===== src/inc/pmx_pkg.sv =====
package pmx_pkg;

  // Register indexes; byte address is four times the index
  localparam logic [7:0] PMX_IDX_P3DATA = 8'hE3;
  localparam logic [7:0] PMX_IDX_P2PEND = 8'hE6;
  localparam logic [7:0] PMX_IDX_P2PULL = 8'hEE;
  localparam logic [7:0] PMX_IDX_P3CTRL = 8'hEF;
  localparam logic [7:0] PMX_IDX_IMASK  = 8'hF8;

  // Reset values
  localparam logic [7:0] PMX_RST_P3DATA = 8'h00;
  localparam logic [7:0] PMX_RST_P2PEND = 8'h00;
  localparam logic [7:0] PMX_RST_P2PULL = 8'h00;
  localparam logic [7:0] PMX_RST_P3CTRL = 8'h00;
  localparam logic [7:0] PMX_RST_IMASK  = 8'h00;

  // Port-3 control fields
  localparam int PMX_CON_PKG_HI   = 7;
  localparam int PMX_CON_PKG_LO   = 6;
  localparam int PMX_CON_ALT1     = 5;
  localparam int PMX_CON_MODE1_HI = 4;
  localparam int PMX_CON_MODE1_LO = 3;
  localparam int PMX_CON_ALT0     = 2;
  localparam int PMX_CON_MODE0_HI = 1;
  localparam int PMX_CON_MODE0_LO = 0;

  // Port-3 data fields
  localparam int PMX_DAT_CARRIER = 7;
  localparam int PMX_DAT_UNUSED  = 6;

  // Package mapping code for the small package
  localparam logic [1:0] PMX_PKG_SMALL = 2'h0;

  // Pin modes
  typedef enum logic [1:0] {
    PMX_MODE_IN    = 2'b00,
    PMX_MODE_OD    = 2'b01,
    PMX_MODE_PP    = 2'b10,
    PMX_MODE_IN_PU = 2'b11
  } pmx_mode_t;

endpackage


===== src/logic/pmx_pin_drv.sv =====
`timescale 1ns/1ns
module pmx_pin_drv
  import pmx_pkg::*;
(
  // Clock and reset
  input  wire logic mclk_in,
  input  wire logic reset_in,
  // Control
  input  wire logic [1:0] mode_in,
  input  wire logic       value_in,
  // Pin
  output logic            pin_out,
  output logic            pin_oe_out,
  output logic            pin_pullup_out
);

  pmx_mode_t mode;
  assign mode = pmx_mode_t'(mode_in);

  always_ff @(posedge mclk_in or posedge reset_in) begin
    if (reset_in) begin
      pin_out        <= 1'b0;
      pin_oe_out     <= 1'b0;
      pin_pullup_out <= 1'b0;
    end else begin
      case (mode)
        PMX_MODE_OD: begin
          // Open drain only ever drives low
          pin_out        <= 1'b0;
          pin_oe_out     <= ~value_in;
          pin_pullup_out <= 1'b0;
        end
        PMX_MODE_PP: begin
          pin_out        <= value_in;
          pin_oe_out     <= 1'b1;
          pin_pullup_out <= 1'b0;
        end
        PMX_MODE_IN_PU: begin
          pin_out        <= 1'b0;
          pin_oe_out     <= 1'b0;
          pin_pullup_out <= 1'b1;
        end
        default: begin
          pin_out        <= 1'b0;
          pin_oe_out     <= 1'b0;
          pin_pullup_out <= 1'b0;
        end
      endcase
    end
  end

endmodule // pmx_pin_drv


===== src/logic/pmx_edge_det.sv =====
`timescale 1ns/1ns
module pmx_edge_det #(
  parameter int WIDTH = 8
) (
  // Clock and reset
  input  wire logic             mclk_in,
  input  wire logic             reset_in,
  // Levels and events
  input  wire logic [WIDTH-1:0] level_in,
  output logic      [WIDTH-1:0] fall_out
);

  logic [WIDTH-1:0] prev_r;

  // Falling edge per pin; one-cycle pulse
  for (genvar i = 0; i < WIDTH; i++) begin : g_bit
    always_ff @(posedge mclk_in or posedge reset_in) begin
      if (reset_in) begin
        prev_r[i]   <= 1'b1;
        fall_out[i] <= 1'b0;
      end else begin
        prev_r[i]   <= level_in[i];
        fall_out[i] <= prev_r[i] & ~level_in[i];
      end
    end
  end

endmodule // pmx_edge_det


===== src/logic/pmx_top.sv =====
`timescale 1ns/1ns
// Contract
// Writing zero to a port-2 pending bit clears that pending flag.
// Writing one to a port-2 pending bit leaves it unchanged.
// Control 7:6 zero: small mapping, pin 0 PWM and captures, pin 1 remote/clock.
// Other 7:6 values: pin 0 PWM/capture, pin 3 captures, pin 1 remote, pin 2 clock.
// Control bit 5 selects pin 1 normal I/O or remote/clock functions.
// Control 4:3 set pin 1 mode: input, open drain, push-pull, input pull-up.
// Control bit 2 enables pin 0 PWM/capture and pin 3 capture functions.
// Control 1:0 set pin 0 mode: input, open drain, push-pull, input pull-up.
// Data register bit 7 turns the carrier on or off.
// Data register bit 6 has no function; seven bits are meaningful.
// Data bits 1 and 0 map to port-3 pins 1 and 0.
// Pins 3 and 2 are inputs only, pull-up always on; the code holds it off during reset until the first clock after release.
// Pins 5 and 4 are not configured by the port-3 control register.
// Only control bits 5 and 2 enable alternative functions.
// Large mapping: pin 0 capture if 1:0 equal, PWM if differ.
// Large mapping: pin 2 clock, pin 1 remote if 4:3 differ.
// Port-2 pull-up enable bit n drives pin n pull-up, reset zero.
module pmx_top
  import pmx_pkg::*;
#(
  parameter int ADDR_W = 10
) (
  // Clock and reset
  input  wire logic              mclk_in,
  input  wire logic              reset_in,
  // Avalon-MM slave
  input  wire logic [ADDR_W-1:0] avs_address_in,
  input  wire logic              avs_read_in,
  input  wire logic              avs_write_in,
  input  wire logic [31:0]       avs_writedata_in,
  input  wire logic [3:0]        avs_byteenable_in,
  output logic      [31:0]       avs_readdata_out,
  output logic                   avs_waitrequest_out,
  // Interrupt
  output logic                   irq_out,
  // Port 2
  input  wire logic [7:0]        port2_pins_in,
  output logic      [7:0]        port2_pullup_enables_out,
  // Port 3 pins 0 and 1
  input  wire logic              port3_pin_zero_in,
  output logic                   port3_pin_zero_out,
  output logic                   port3_pin_zero_oe_out,
  output logic                   port3_pin_zero_pullup_out,
  input  wire logic              port3_pin_one_in,
  output logic                   port3_pin_one_out,
  output logic                   port3_pin_one_oe_out,
  output logic                   port3_pin_one_pullup_out,
  // Port 3 pins 2 and 3, input only
  input  wire logic              port3_pin_two_in,
  input  wire logic              port3_pin_three_in,
  output logic                   port3_pin_two_pullup_out,
  output logic                   port3_pin_three_pullup_out,
  // Timer and carrier side
  input  wire logic              timer0_pwm_output_in,
  input  wire logic              remote_carrier_in,
  output logic                   timer0_capture_input_out,
  output logic                   timer1_capture_input_out,
  output logic                   timer2_capture_input_out,
  output logic                   timer0_external_clock_out
);

  // Registers
  logic [7:0] port3_pin_control_r;
  logic [7:0] port2_pullup_enables_r;
  logic [7:0] port2_irq_pending_flags_r;
  logic [7:0] port2_irq_pending_flags_nxt;
  logic [7:0] port3_data_register_r;
  logic [7:0] irq_mask_r;
  logic       wait_r;
  logic [31:0] rdata_r;

  // Bus decode
  logic [7:0] idx;
  logic       req;
  logic       wr_go;
  logic       lane0;
  logic       hit_con;
  logic       hit_pur;
  logic       hit_pend;
  logic       hit_data;
  logic       hit_mask;
  logic       addr_ok;
  logic [7:0] rd_mux;

  // Pin decode
  logic       pkg_small;
  logic       alt0_en;
  logic       alt1_en;
  logic [1:0] mode0;
  logic [1:0] mode1;
  logic       pin0_pwm;
  logic       pin0_cap;
  logic       pin1_remote;
  logic       pin1_clk;
  logic       pin2_clk;
  logic       pin3_cap;
  logic       pin0_val;
  logic       pin1_val;
  logic       carrier_gated;
  logic [7:0] p2_fall;

  assign idx   = avs_address_in[9:2];
  assign req   = avs_read_in | avs_write_in;
  // Access completes on the cycle waitrequest is low
  assign wr_go = avs_write_in & ~wait_r;
  assign lane0 = avs_byteenable_in[0];

  assign hit_con  = (idx == PMX_IDX_P3CTRL);
  assign hit_pur  = (idx == PMX_IDX_P2PULL);
  assign hit_pend = (idx == PMX_IDX_P2PEND);
  assign hit_data = (idx == PMX_IDX_P3DATA);
  assign hit_mask = (idx == PMX_IDX_IMASK);
  assign addr_ok  = (avs_address_in[1:0] == 2'h0);

  // Read mux; unmapped or misaligned reads return zero
  always_comb begin
    rd_mux = 8'h00;
    if (addr_ok) begin
      if (hit_con) begin
        rd_mux = port3_pin_control_r;
      end else if (hit_pur) begin
        rd_mux = port2_pullup_enables_r;
      end else if (hit_pend) begin
        rd_mux = port2_irq_pending_flags_r;
      end else if (hit_mask) begin
        rd_mux = irq_mask_r;
      end else if (hit_data) begin
        rd_mux = port3_data_register_r;
        rd_mux[PMX_DAT_UNUSED] = 1'b0;
        // Low nibble shows pin levels
        rd_mux[3:0] = {port3_pin_three_in, port3_pin_two_in,
                       port3_pin_one_in, port3_pin_zero_in};
      end
    end
  end

  // Fixed one wait state: drop waitrequest for one cycle per access
  always_ff @(posedge mclk_in or posedge reset_in) begin
    if (reset_in) begin
      wait_r <= 1'b1;
    end else if (req & wait_r) begin
      wait_r <= 1'b0;
    end else begin
      wait_r <= 1'b1;
    end
  end

  always_ff @(posedge mclk_in or posedge reset_in) begin
    if (reset_in) begin
      rdata_r <= 32'h0000_0000;
    end else if (avs_read_in & wait_r) begin
      rdata_r <= {24'h00_0000, rd_mux};
    end
  end

  assign avs_readdata_out    = rdata_r;
  assign avs_waitrequest_out = wait_r;

  // Control register
  always_ff @(posedge mclk_in or posedge reset_in) begin
    if (reset_in) begin
      port3_pin_control_r <= PMX_RST_P3CTRL;
    end else if (wr_go & lane0 & addr_ok & hit_con) begin
      port3_pin_control_r <= avs_writedata_in[7:0];
    end
  end

  always_ff @(posedge mclk_in or posedge reset_in) begin
    if (reset_in) begin
      port2_pullup_enables_r <= PMX_RST_P2PULL;
    end else if (wr_go & lane0 & addr_ok & hit_pur) begin
      port2_pullup_enables_r <= avs_writedata_in[7:0];
    end
  end

  always_ff @(posedge mclk_in or posedge reset_in) begin
    if (reset_in) begin
      port3_data_register_r <= PMX_RST_P3DATA;
    end else if (wr_go & lane0 & addr_ok & hit_data) begin
      port3_data_register_r <= avs_writedata_in[7:0];
      port3_data_register_r[PMX_DAT_UNUSED] <= 1'b0;
    end
  end

  always_ff @(posedge mclk_in or posedge reset_in) begin
    if (reset_in) begin
      irq_mask_r <= PMX_RST_IMASK;
    end else if (wr_go & lane0 & addr_ok & hit_mask) begin
      irq_mask_r <= avs_writedata_in[7:0];
    end
  end

  // Port-2 edge events
  pmx_edge_det #(
    .WIDTH (8)
  ) u_p2_edge (
    .mclk_in  (mclk_in),
    .reset_in (reset_in),
    .level_in (port2_pins_in),
    .fall_out (p2_fall)
  );

  // Pending flags: zero clears, one keeps, new edge wins over clear
  always_comb begin
    port2_irq_pending_flags_nxt = port2_irq_pending_flags_r;
    if (wr_go & lane0 & addr_ok & hit_pend) begin
      port2_irq_pending_flags_nxt = port2_irq_pending_flags_r
                                    & avs_writedata_in[7:0];
    end
    port2_irq_pending_flags_nxt = port2_irq_pending_flags_nxt | p2_fall;
  end

  always_ff @(posedge mclk_in or posedge reset_in) begin
    if (reset_in) begin
      port2_irq_pending_flags_r <= PMX_RST_P2PEND;
    end else begin
      port2_irq_pending_flags_r <= port2_irq_pending_flags_nxt;
    end
  end

  always_ff @(posedge mclk_in or posedge reset_in) begin
    if (reset_in) begin
      irq_out <= 1'b0;
    end else begin
      irq_out <= |(port2_irq_pending_flags_nxt & irq_mask_r);
    end
  end

  always_ff @(posedge mclk_in or posedge reset_in) begin
    if (reset_in) begin
      port2_pullup_enables_out <= PMX_RST_P2PULL;
    end else begin
      port2_pullup_enables_out <= port2_pullup_enables_r;
    end
  end

  // Function decode
  assign pkg_small = (port3_pin_control_r[PMX_CON_PKG_HI:PMX_CON_PKG_LO]
                      == PMX_PKG_SMALL);
  // Only bits 5 and 2 switch alternative functions
  assign alt0_en = port3_pin_control_r[PMX_CON_ALT0];
  assign alt1_en = port3_pin_control_r[PMX_CON_ALT1];
  assign mode0   = port3_pin_control_r[PMX_CON_MODE0_HI:PMX_CON_MODE0_LO];
  assign mode1   = port3_pin_control_r[PMX_CON_MODE1_HI:PMX_CON_MODE1_LO];

  // Equal mode bits mean an input role, differing bits an output role
  assign pin0_pwm = alt0_en & (mode0[1] ^ mode0[0]);
  assign pin0_cap = alt0_en & ~(mode0[1] ^ mode0[0]);
  assign pin1_remote = alt1_en & (mode1[1] ^ mode1[0]);
  // Small package shares pin 1 for the timer clock
  assign pin1_clk = alt1_en & pkg_small & ~(mode1[1] ^ mode1[0]);
  assign pin2_clk = alt1_en & ~pkg_small;
  assign pin3_cap = alt0_en & ~pkg_small;

  assign carrier_gated = remote_carrier_in
                         & port3_data_register_r[PMX_DAT_CARRIER];

  assign pin0_val = pin0_pwm ? timer0_pwm_output_in
                             : port3_data_register_r[0];
  assign pin1_val = pin1_remote ? carrier_gated
                             : port3_data_register_r[1];

  // Pin drivers; modes apply whatever function is chosen
  pmx_pin_drv u_pin0 (
    .mclk_in        (mclk_in),
    .reset_in       (reset_in),
    .mode_in        (mode0),
    .value_in       (pin0_val),
    .pin_out        (port3_pin_zero_out),
    .pin_oe_out     (port3_pin_zero_oe_out),
    .pin_pullup_out (port3_pin_zero_pullup_out)
  );

  pmx_pin_drv u_pin1 (
    .mclk_in        (mclk_in),
    .reset_in       (reset_in),
    .mode_in        (mode1),
    .value_in       (pin1_val),
    .pin_out        (port3_pin_one_out),
    .pin_oe_out     (port3_pin_one_oe_out),
    .pin_pullup_out (port3_pin_one_pullup_out)
  );

  // Pins 2 and 3 have no mode field; pull-up follows reset release.
  // Pins 4 and 5 belong to the upper control register, not here.
  always_ff @(posedge mclk_in or posedge reset_in) begin
    if (reset_in) begin
      port3_pin_two_pullup_out   <= 1'b0;
      port3_pin_three_pullup_out <= 1'b0;
    end else begin
      port3_pin_two_pullup_out   <= 1'b1;
      port3_pin_three_pullup_out <= 1'b1;
    end
  end

  // Timer inputs; idle low when the function is off
  always_ff @(posedge mclk_in or posedge reset_in) begin
    if (reset_in) begin
      timer0_capture_input_out <= 1'b0;
    end else begin
      timer0_capture_input_out <= pin0_cap & port3_pin_zero_in;
    end
  end

  // Small package folds all captures onto pin 0
  always_ff @(posedge mclk_in or posedge reset_in) begin
    if (reset_in) begin
      timer1_capture_input_out <= 1'b0;
      timer2_capture_input_out <= 1'b0;
    end else if (pkg_small) begin
      timer1_capture_input_out <= pin0_cap & port3_pin_zero_in;
      timer2_capture_input_out <= pin0_cap & port3_pin_zero_in;
    end else begin
      timer1_capture_input_out <= pin3_cap & port3_pin_three_in;
      timer2_capture_input_out <= pin3_cap & port3_pin_three_in;
    end
  end

  // Clock pin moves with the package; raw level, no glitch filter
  always_ff @(posedge mclk_in or posedge reset_in) begin
    if (reset_in) begin
      timer0_external_clock_out <= 1'b0;
    end else if (pkg_small) begin
      timer0_external_clock_out <= pin1_clk & port3_pin_one_in;
    end else begin
      timer0_external_clock_out <= pin2_clk & port3_pin_two_in;
    end
  end

endmodule // pmx_top


===== config.mk =====
export PLATFORM = sky130hd
export DESIGN_NAME = pmx_top
export DESIGN_NICKNAME = d
export VERILOG_FILES = /design/src/inc/pmx_pkg.sv /design/src/logic/pmx_pin_drv.sv /design/src/logic/pmx_edge_det.sv /design/src/logic/pmx_top.sv
export SDC_FILE = /design/constraint.sdc
export NUM_CORES = 1
export LEC_CHECK = 0
export BUFFER_PORTS_ARGS = -buffer_cell sky130_fd_sc_hd__buf_2
export CAP_MARGIN = 0
export CORE_UTILIZATION = 51
export DETAILED_ROUTE_END_ITERATION = 10
export HOLD_SLACK_MARGIN = 0.12
export PLACE_DENSITY = 0.8
export SYNTH_ARGS = -nofsm -noshare
export SYNTH_HDL_FRONTEND = slang
export SYNTH_SLANG_ARGS = --single-unit
export TNS_END_PERCENT = 1

===== constraint.sdc =====
create_clock -name mclk_in -period 3.4 [get_ports mclk_in]
set_input_delay 0.68 -clock mclk_in [delete_from_list [all_inputs] [get_ports mclk_in]]
set_output_delay 0.68 -clock mclk_in [all_outputs]
set_load 0.01 [all_outputs]

# ---- Word level (Yosys, flattened, before mapping)
# Cells that the tools add are included.
# Widths: inputs -> output; s select.
dict set report classes {
  n_eq_ne 11
  muxes 18
  bitwise 50
  n_reduce_logical 3
}
# cell count
set op_table {}
lappend op_table {{$mux 8} 7}
lappend op_table {{$eq 8x8->1 const B} 5}
lappend op_table {{$and 1x1->1} 30}
lappend op_table {{$and 8x8->8} 2}
lappend op_table {{$not 1->1} 14}
lappend op_table {{$mux 1} 9}
lappend op_table {{$eq 2x2->1 const B} 4}
lappend op_table {{$or 8x8->8} 1}
lappend op_table {{$reduce_or 8->1} 1}
lappend op_table {{$eq 2x1->1 const B} 2}
lappend op_table {{$logic_not 2->1} 2}
lappend op_table {{$pmux 1 s2} 2}
lappend op_table {{$xor 1x1->1} 2}
lappend op_table {{$or 1x1->1} 1}
dict set report totals {
  reg_bits 83
  input_bits 64
  output_inout_bits 54
  wordCells 117
}

# ---- Longest topological paths before layout
dict set report logic_depth {
  depth_word 9
  ltp_mapped 7
  depth_no_buf 5
}

# ---- Modules after synthesis
# From an unflattened synthesis, not the netlist that was laid out.
dict set report hier_totals {
  hier_cells 317
  hier_area_um2 3798.6
}
# module n_inst cells_per_inst area_per_inst_um2 seq_area_each_um2
set modules_own_cells {}
lappend modules_own_cells {pmx_top 1 266 2974.1 1477.7}
lappend modules_own_cells {pmx_edge_det 1 25 524.3 410.4}
lappend modules_own_cells {pmx_pin_drv 2 13 150.1 75.1}

# ---- Worst setup path after synthesis
# Ideal clock, no wire load.
dict set report synth_path {
  path_kind {input port to flip-flop}
  start {input port avs_address_in[6]}
  end {register port3_data_register_r[0]}
  setup_ns 0.125
  arrival_ns 2.083
  required_time_ns 3.275
  setup_slack_ns 1.192
  cell_stages 7
  n_path_buf 3
  path_cell_list {clkbuf_1 nor2b_1 and4_1 buf_2 and3_1 clkbuf_1 mux2_2}
}
dict set report synth_via {
  elab_chain_cells 2
}
# element line
set synth_rtl {}
lappend synth_rtl {{start: declaration} pmx_top.sv:29} ;# input wire logic [ADDR_W-1:0] avs_address_in,
lappend synth_rtl {{$eq 8x8->1} pmx_top.sv:113} ;# assign hit_data = (idx == PMX_IDX_P3DATA);
lappend synth_rtl {{$and 1x1->1} pmx_top.sv:181} ;# end else if (wr_go & lane0 & addr_ok & hit_data) begin
lappend synth_rtl {{end signal: assignment} pmx_top.sv:182} ;# port3_data_register_r <= avs_writedata_in[7:0];
lappend synth_rtl {{end: declaration} pmx_top.sv:69} ;# logic [7:0] port3_data_register_r;
# No other way between the ends.
# A chain may end at the register's enable or synchronous reset.

# ---- Worst setup path after layout
dict set report layout_path {
  start {input port avs_address_in[1]}
  end {register irq_out}
}
dict set report layout_via {
  elab_chain_cells 7
}
# element line
set layout_rtl {}
lappend layout_rtl {{$logic_not 2->1} pmx_top.sv:115} ;# assign addr_ok = (avs_address_in[1:0] == 2'h0);
lappend layout_rtl {{$and 1x1->1 (2 in series)} pmx_top.sv:208} ;# if (wr_go & lane0 & addr_ok & hit_pend) begin
lappend layout_rtl {{$mux 8} pmx_top.sv:208}
lappend layout_rtl {{$or 8x8->8} pmx_top.sv:212} ;# port2_irq_pending_flags_nxt = port2_irq_pending_flags_nxt | p2_fall;
lappend layout_rtl {{$and 8x8->8} pmx_top.sv:227} ;# irq_out <= |(port2_irq_pending_flags_nxt & irq_mask_r);
lappend layout_rtl {{$reduce_or 8->1} pmx_top.sv:227}
lappend layout_rtl {{end signal: assignment} pmx_top.sv:227}
lappend layout_rtl {{end: declaration} pmx_top.sv:37} ;# output logic irq_out,
# No other way between the ends.

==> flow_summary.ini <==
[routing]
drc_errors = 0
drt_iter0_drc = 280
routedWlPerCell_microns = 15.6
drt-total-wl_microns = 7810
vias = 2682
viasPerCell = 5.36
dr.pass1.iters = 4
antenna_left = 0

[sta]
fin_crit_sh_pct = 66.5
post-route-min-period_ps = 2260
fmax_mhz = 443
slew-limit-headroom_pct = 30.5
tightestPinTransition_ps = 1030
hold_ws_ps = 380
fin_skew_ps = 5.55
rsz0062_at_grt = no
setup_violations = 0
slew_violations = 0
hold_violations = 0
setup_tns_ps = 0

[logic_synthesis]
synth_top_family_by_area = simple AND/OR/NAND/NOR gates
synthAdderAreaFrac_pct = 2.04
synthMuxAreaShare_pct = 7.28
synth.avg_cell_area_sq_um = 11.2
yosysUniqueCellTypes = 36
yosysWarnings = 0
ys_ff_latch = 81
synth_xor_area_share_pct = 0
synth_top_area_share_pct = 49.0
yosysMostFrequentCell = dfrtp_1
syn_area_sq_mm = 0.00368
synth_edf_count = 0
synthArstFlopShare_pct = 100
synth_area_leaders = dfrtp_1 49%, mux2_2 6.7%, dfstp_2 6.4%, buf_4 5.5%, o21ai_0 4.6%
synthTopCellsByCount = 72 x dfrtp_1, 34 x o21ai_0, 27 x buf_4, 24 x nor2_1, 22 x mux2_2
syn_inst = 329
yosysTopAreaCell = dfrtp_1
synth-seq-area-share_pct = 55.4
synthFlopType = dfrtp_1
synth-simple-area-share_pct = 14.4
synth_compound_area_share_pct = 13.5

[power_and_ir_drop]
peakVddDrop_v = 0.000233
powerDensity_mw_per_mm2 = 416
leakagePower_nw = 2.03

[placement]
placed_area_sq_mm = 0.00402
io_buffers = 66
gp_congestion = 0.899
dp_hpwl_microns = 5760

[global_routing]
grt.total_usage_pct = 22.3
antenna_found_initial = 0
grt_pass1_vias = 2510
grt_pass1_wl_microns = 12400
gr-total-overflow = 0
grt_max_degree = 39

[floorplanning]
fp.dieArea_sq_mm = 0.00756
fp.dieH_microns = 86.9
num_rows = 30
initial_core_util_pct = 53.6
core_area_sq_mm = 0.00687
pin_count = 118
dieWidth_microns = 86.9

[clock_network]
postCtsSetupBuffers = 0
cts_max_path_buffers = 2
clock-sinks = 81
hold_buffers = 0
clkTransAtPathRegs_ps = 80
cts_root_buf = clkbuf_8
cts_resized = 0
h-tree-depth = 3
cts_tree = done
clk_latency_ps = 350
cts_buffers = 9

[worst_setup_path]
path_cells = buf_2 > nor4b_4 > and4b_1 > a21oi_1 > or4_1 > a211o_1
crit_type = primary input to flip-flop
cp.required_ps = 3640
end_kind = flip-flop
crit_fanout = 8
cp.arrival_ps = 2500
max_stage_delay_ps = 490
start_kind = primary input
cp_slowest_cell = or4_1

[cells_and_area]
drive_above_1_share_pct = 29.5
final_core_utilization_pct = 61.0
area_delta_synth_final_pct = 13.9
nNetsFinal = 469
postLayoutCellArea_sq_mm = 0.00419
num_antenna_cells = 0

[outcome]
outcome = finished, final reports clean

[job]
drv_cap = 0

[min_path]
min_path_type = flip-flop to flip-flop
[flip-flops by register name (all words and copies together) (netlist names)]
signal                      flops
avs_readdata_out                8
irq_mask_r                      8
port2_irq_pending_flags_r       8
port2_pullup_enables_out        8
port2_pullup_enables_r          8
port3_pin_control_r             8
u_p2_edge.fall_out              8
u_p2_edge.prev_r                8
port3_data_register_r           5
avs_waitrequest_out             1
irq_out                         1
port3_pin_three_pullup_out      1
timer0_capture_input_out        1
timer0_external_clock_out       1
timer2_capture_input_out        1
u_pin0.pin_oe_out               1
u_pin0.pin_out                  1
u_pin0.pin_pullup_out           1
u_pin1.pin_oe_out               1
u_pin1.pin_out                  1
u_pin1.pin_pullup_out           1
[final cells by class]
type	instances	area, sq um
fillers	588	2680
flip-flops and latches	81	2040
multi-input cells	228	1460
repair buffers	70	360
clock buffers	14	163
well taps	96	120
inverters	9	35.0
clock inverters	2	13.8
[metrics by stage]
step                worst slack [ps]  cells  total power [mW]
finish                          1140    500              1.74
floorplan                        655    352              1.09
CTS                             1190    500              1.75
global placement                 831    484              1.12
global route                    1110    500              1.81
detailed placement               826    484              1.12
[where the power goes]
| part | switching (mW) | internal [mW] | leakage, nW | total [mW] |
|---|---|---|---|---|
| logic | 0.0753 | 0.0342 | 0.955 | 0.110 |
| clock network | 0.335 | 0.307 | 0.0907 | 0.642 |
| registers | 0.00852 | 0.983 | 0.988 | 0.991 |
[worst max-delay path, delay by kind of cell]
family	cells	cell delay [ps]
AND/OR/NAND/NOR	3	1290
AO/OA/AOI/OAI	2	410
buffers and inverters	1	120
[worst paths after layout]
kind	start	endpoint	slack, ps	depth (start not counted)
max in group asynchronous	reset_in	port3_data_register_r[0]	2260	3
worst min register to register	port2_pullup_enables_r[6]	port2_pullup_enables_out[6]	380	0
worst max register to register	avs_waitrequest_out	irq_out	1180	5
worst max-delay path	avs_address_in[1]	irq_out	1140	6
min in group asynchronous	reset_in	port2_pullup_enables_out[5]	390	2
worst min-delay path	port2_pullup_enables_r[6]	port2_pullup_enables_out[6]	380	0
[layout by cell type (no fill, tap or decap), types with 8 or more instances in the layout]
master and count:
dfrtp_1 72, buf_2 66, o21ai_0 34, conb_1 25, nor2_1 24, mux2_2 22, nand2_1 21, a21oi_1 17
and3_1 12, nor2b_1 12, clkbuf_8 11, dfstp_2 9, a22o_1 8, nand2b_1 8
[layer usage]
layer	vias up	track usage (%)	routed length [microns]
li1	1256	-	-
met1	1300	30.0	3520
met2	108	33.9	3550
met3	18	4.36	494
met4	0	12.3	241
met5	-	0	0
[logic make-up (layout without fill, tap and decap cells)]
logic type	after synthesis	after routing
AND/OR/NAND/NOR	95	95
flip-flops	81	81
AO/OA/AOI/OAI	78	78
buffers and inverters	43	95
multiplexers	24	24
adder cells (fa/ha/maj)	6	6
other	2	25
(Power assumes the default switching activity.)
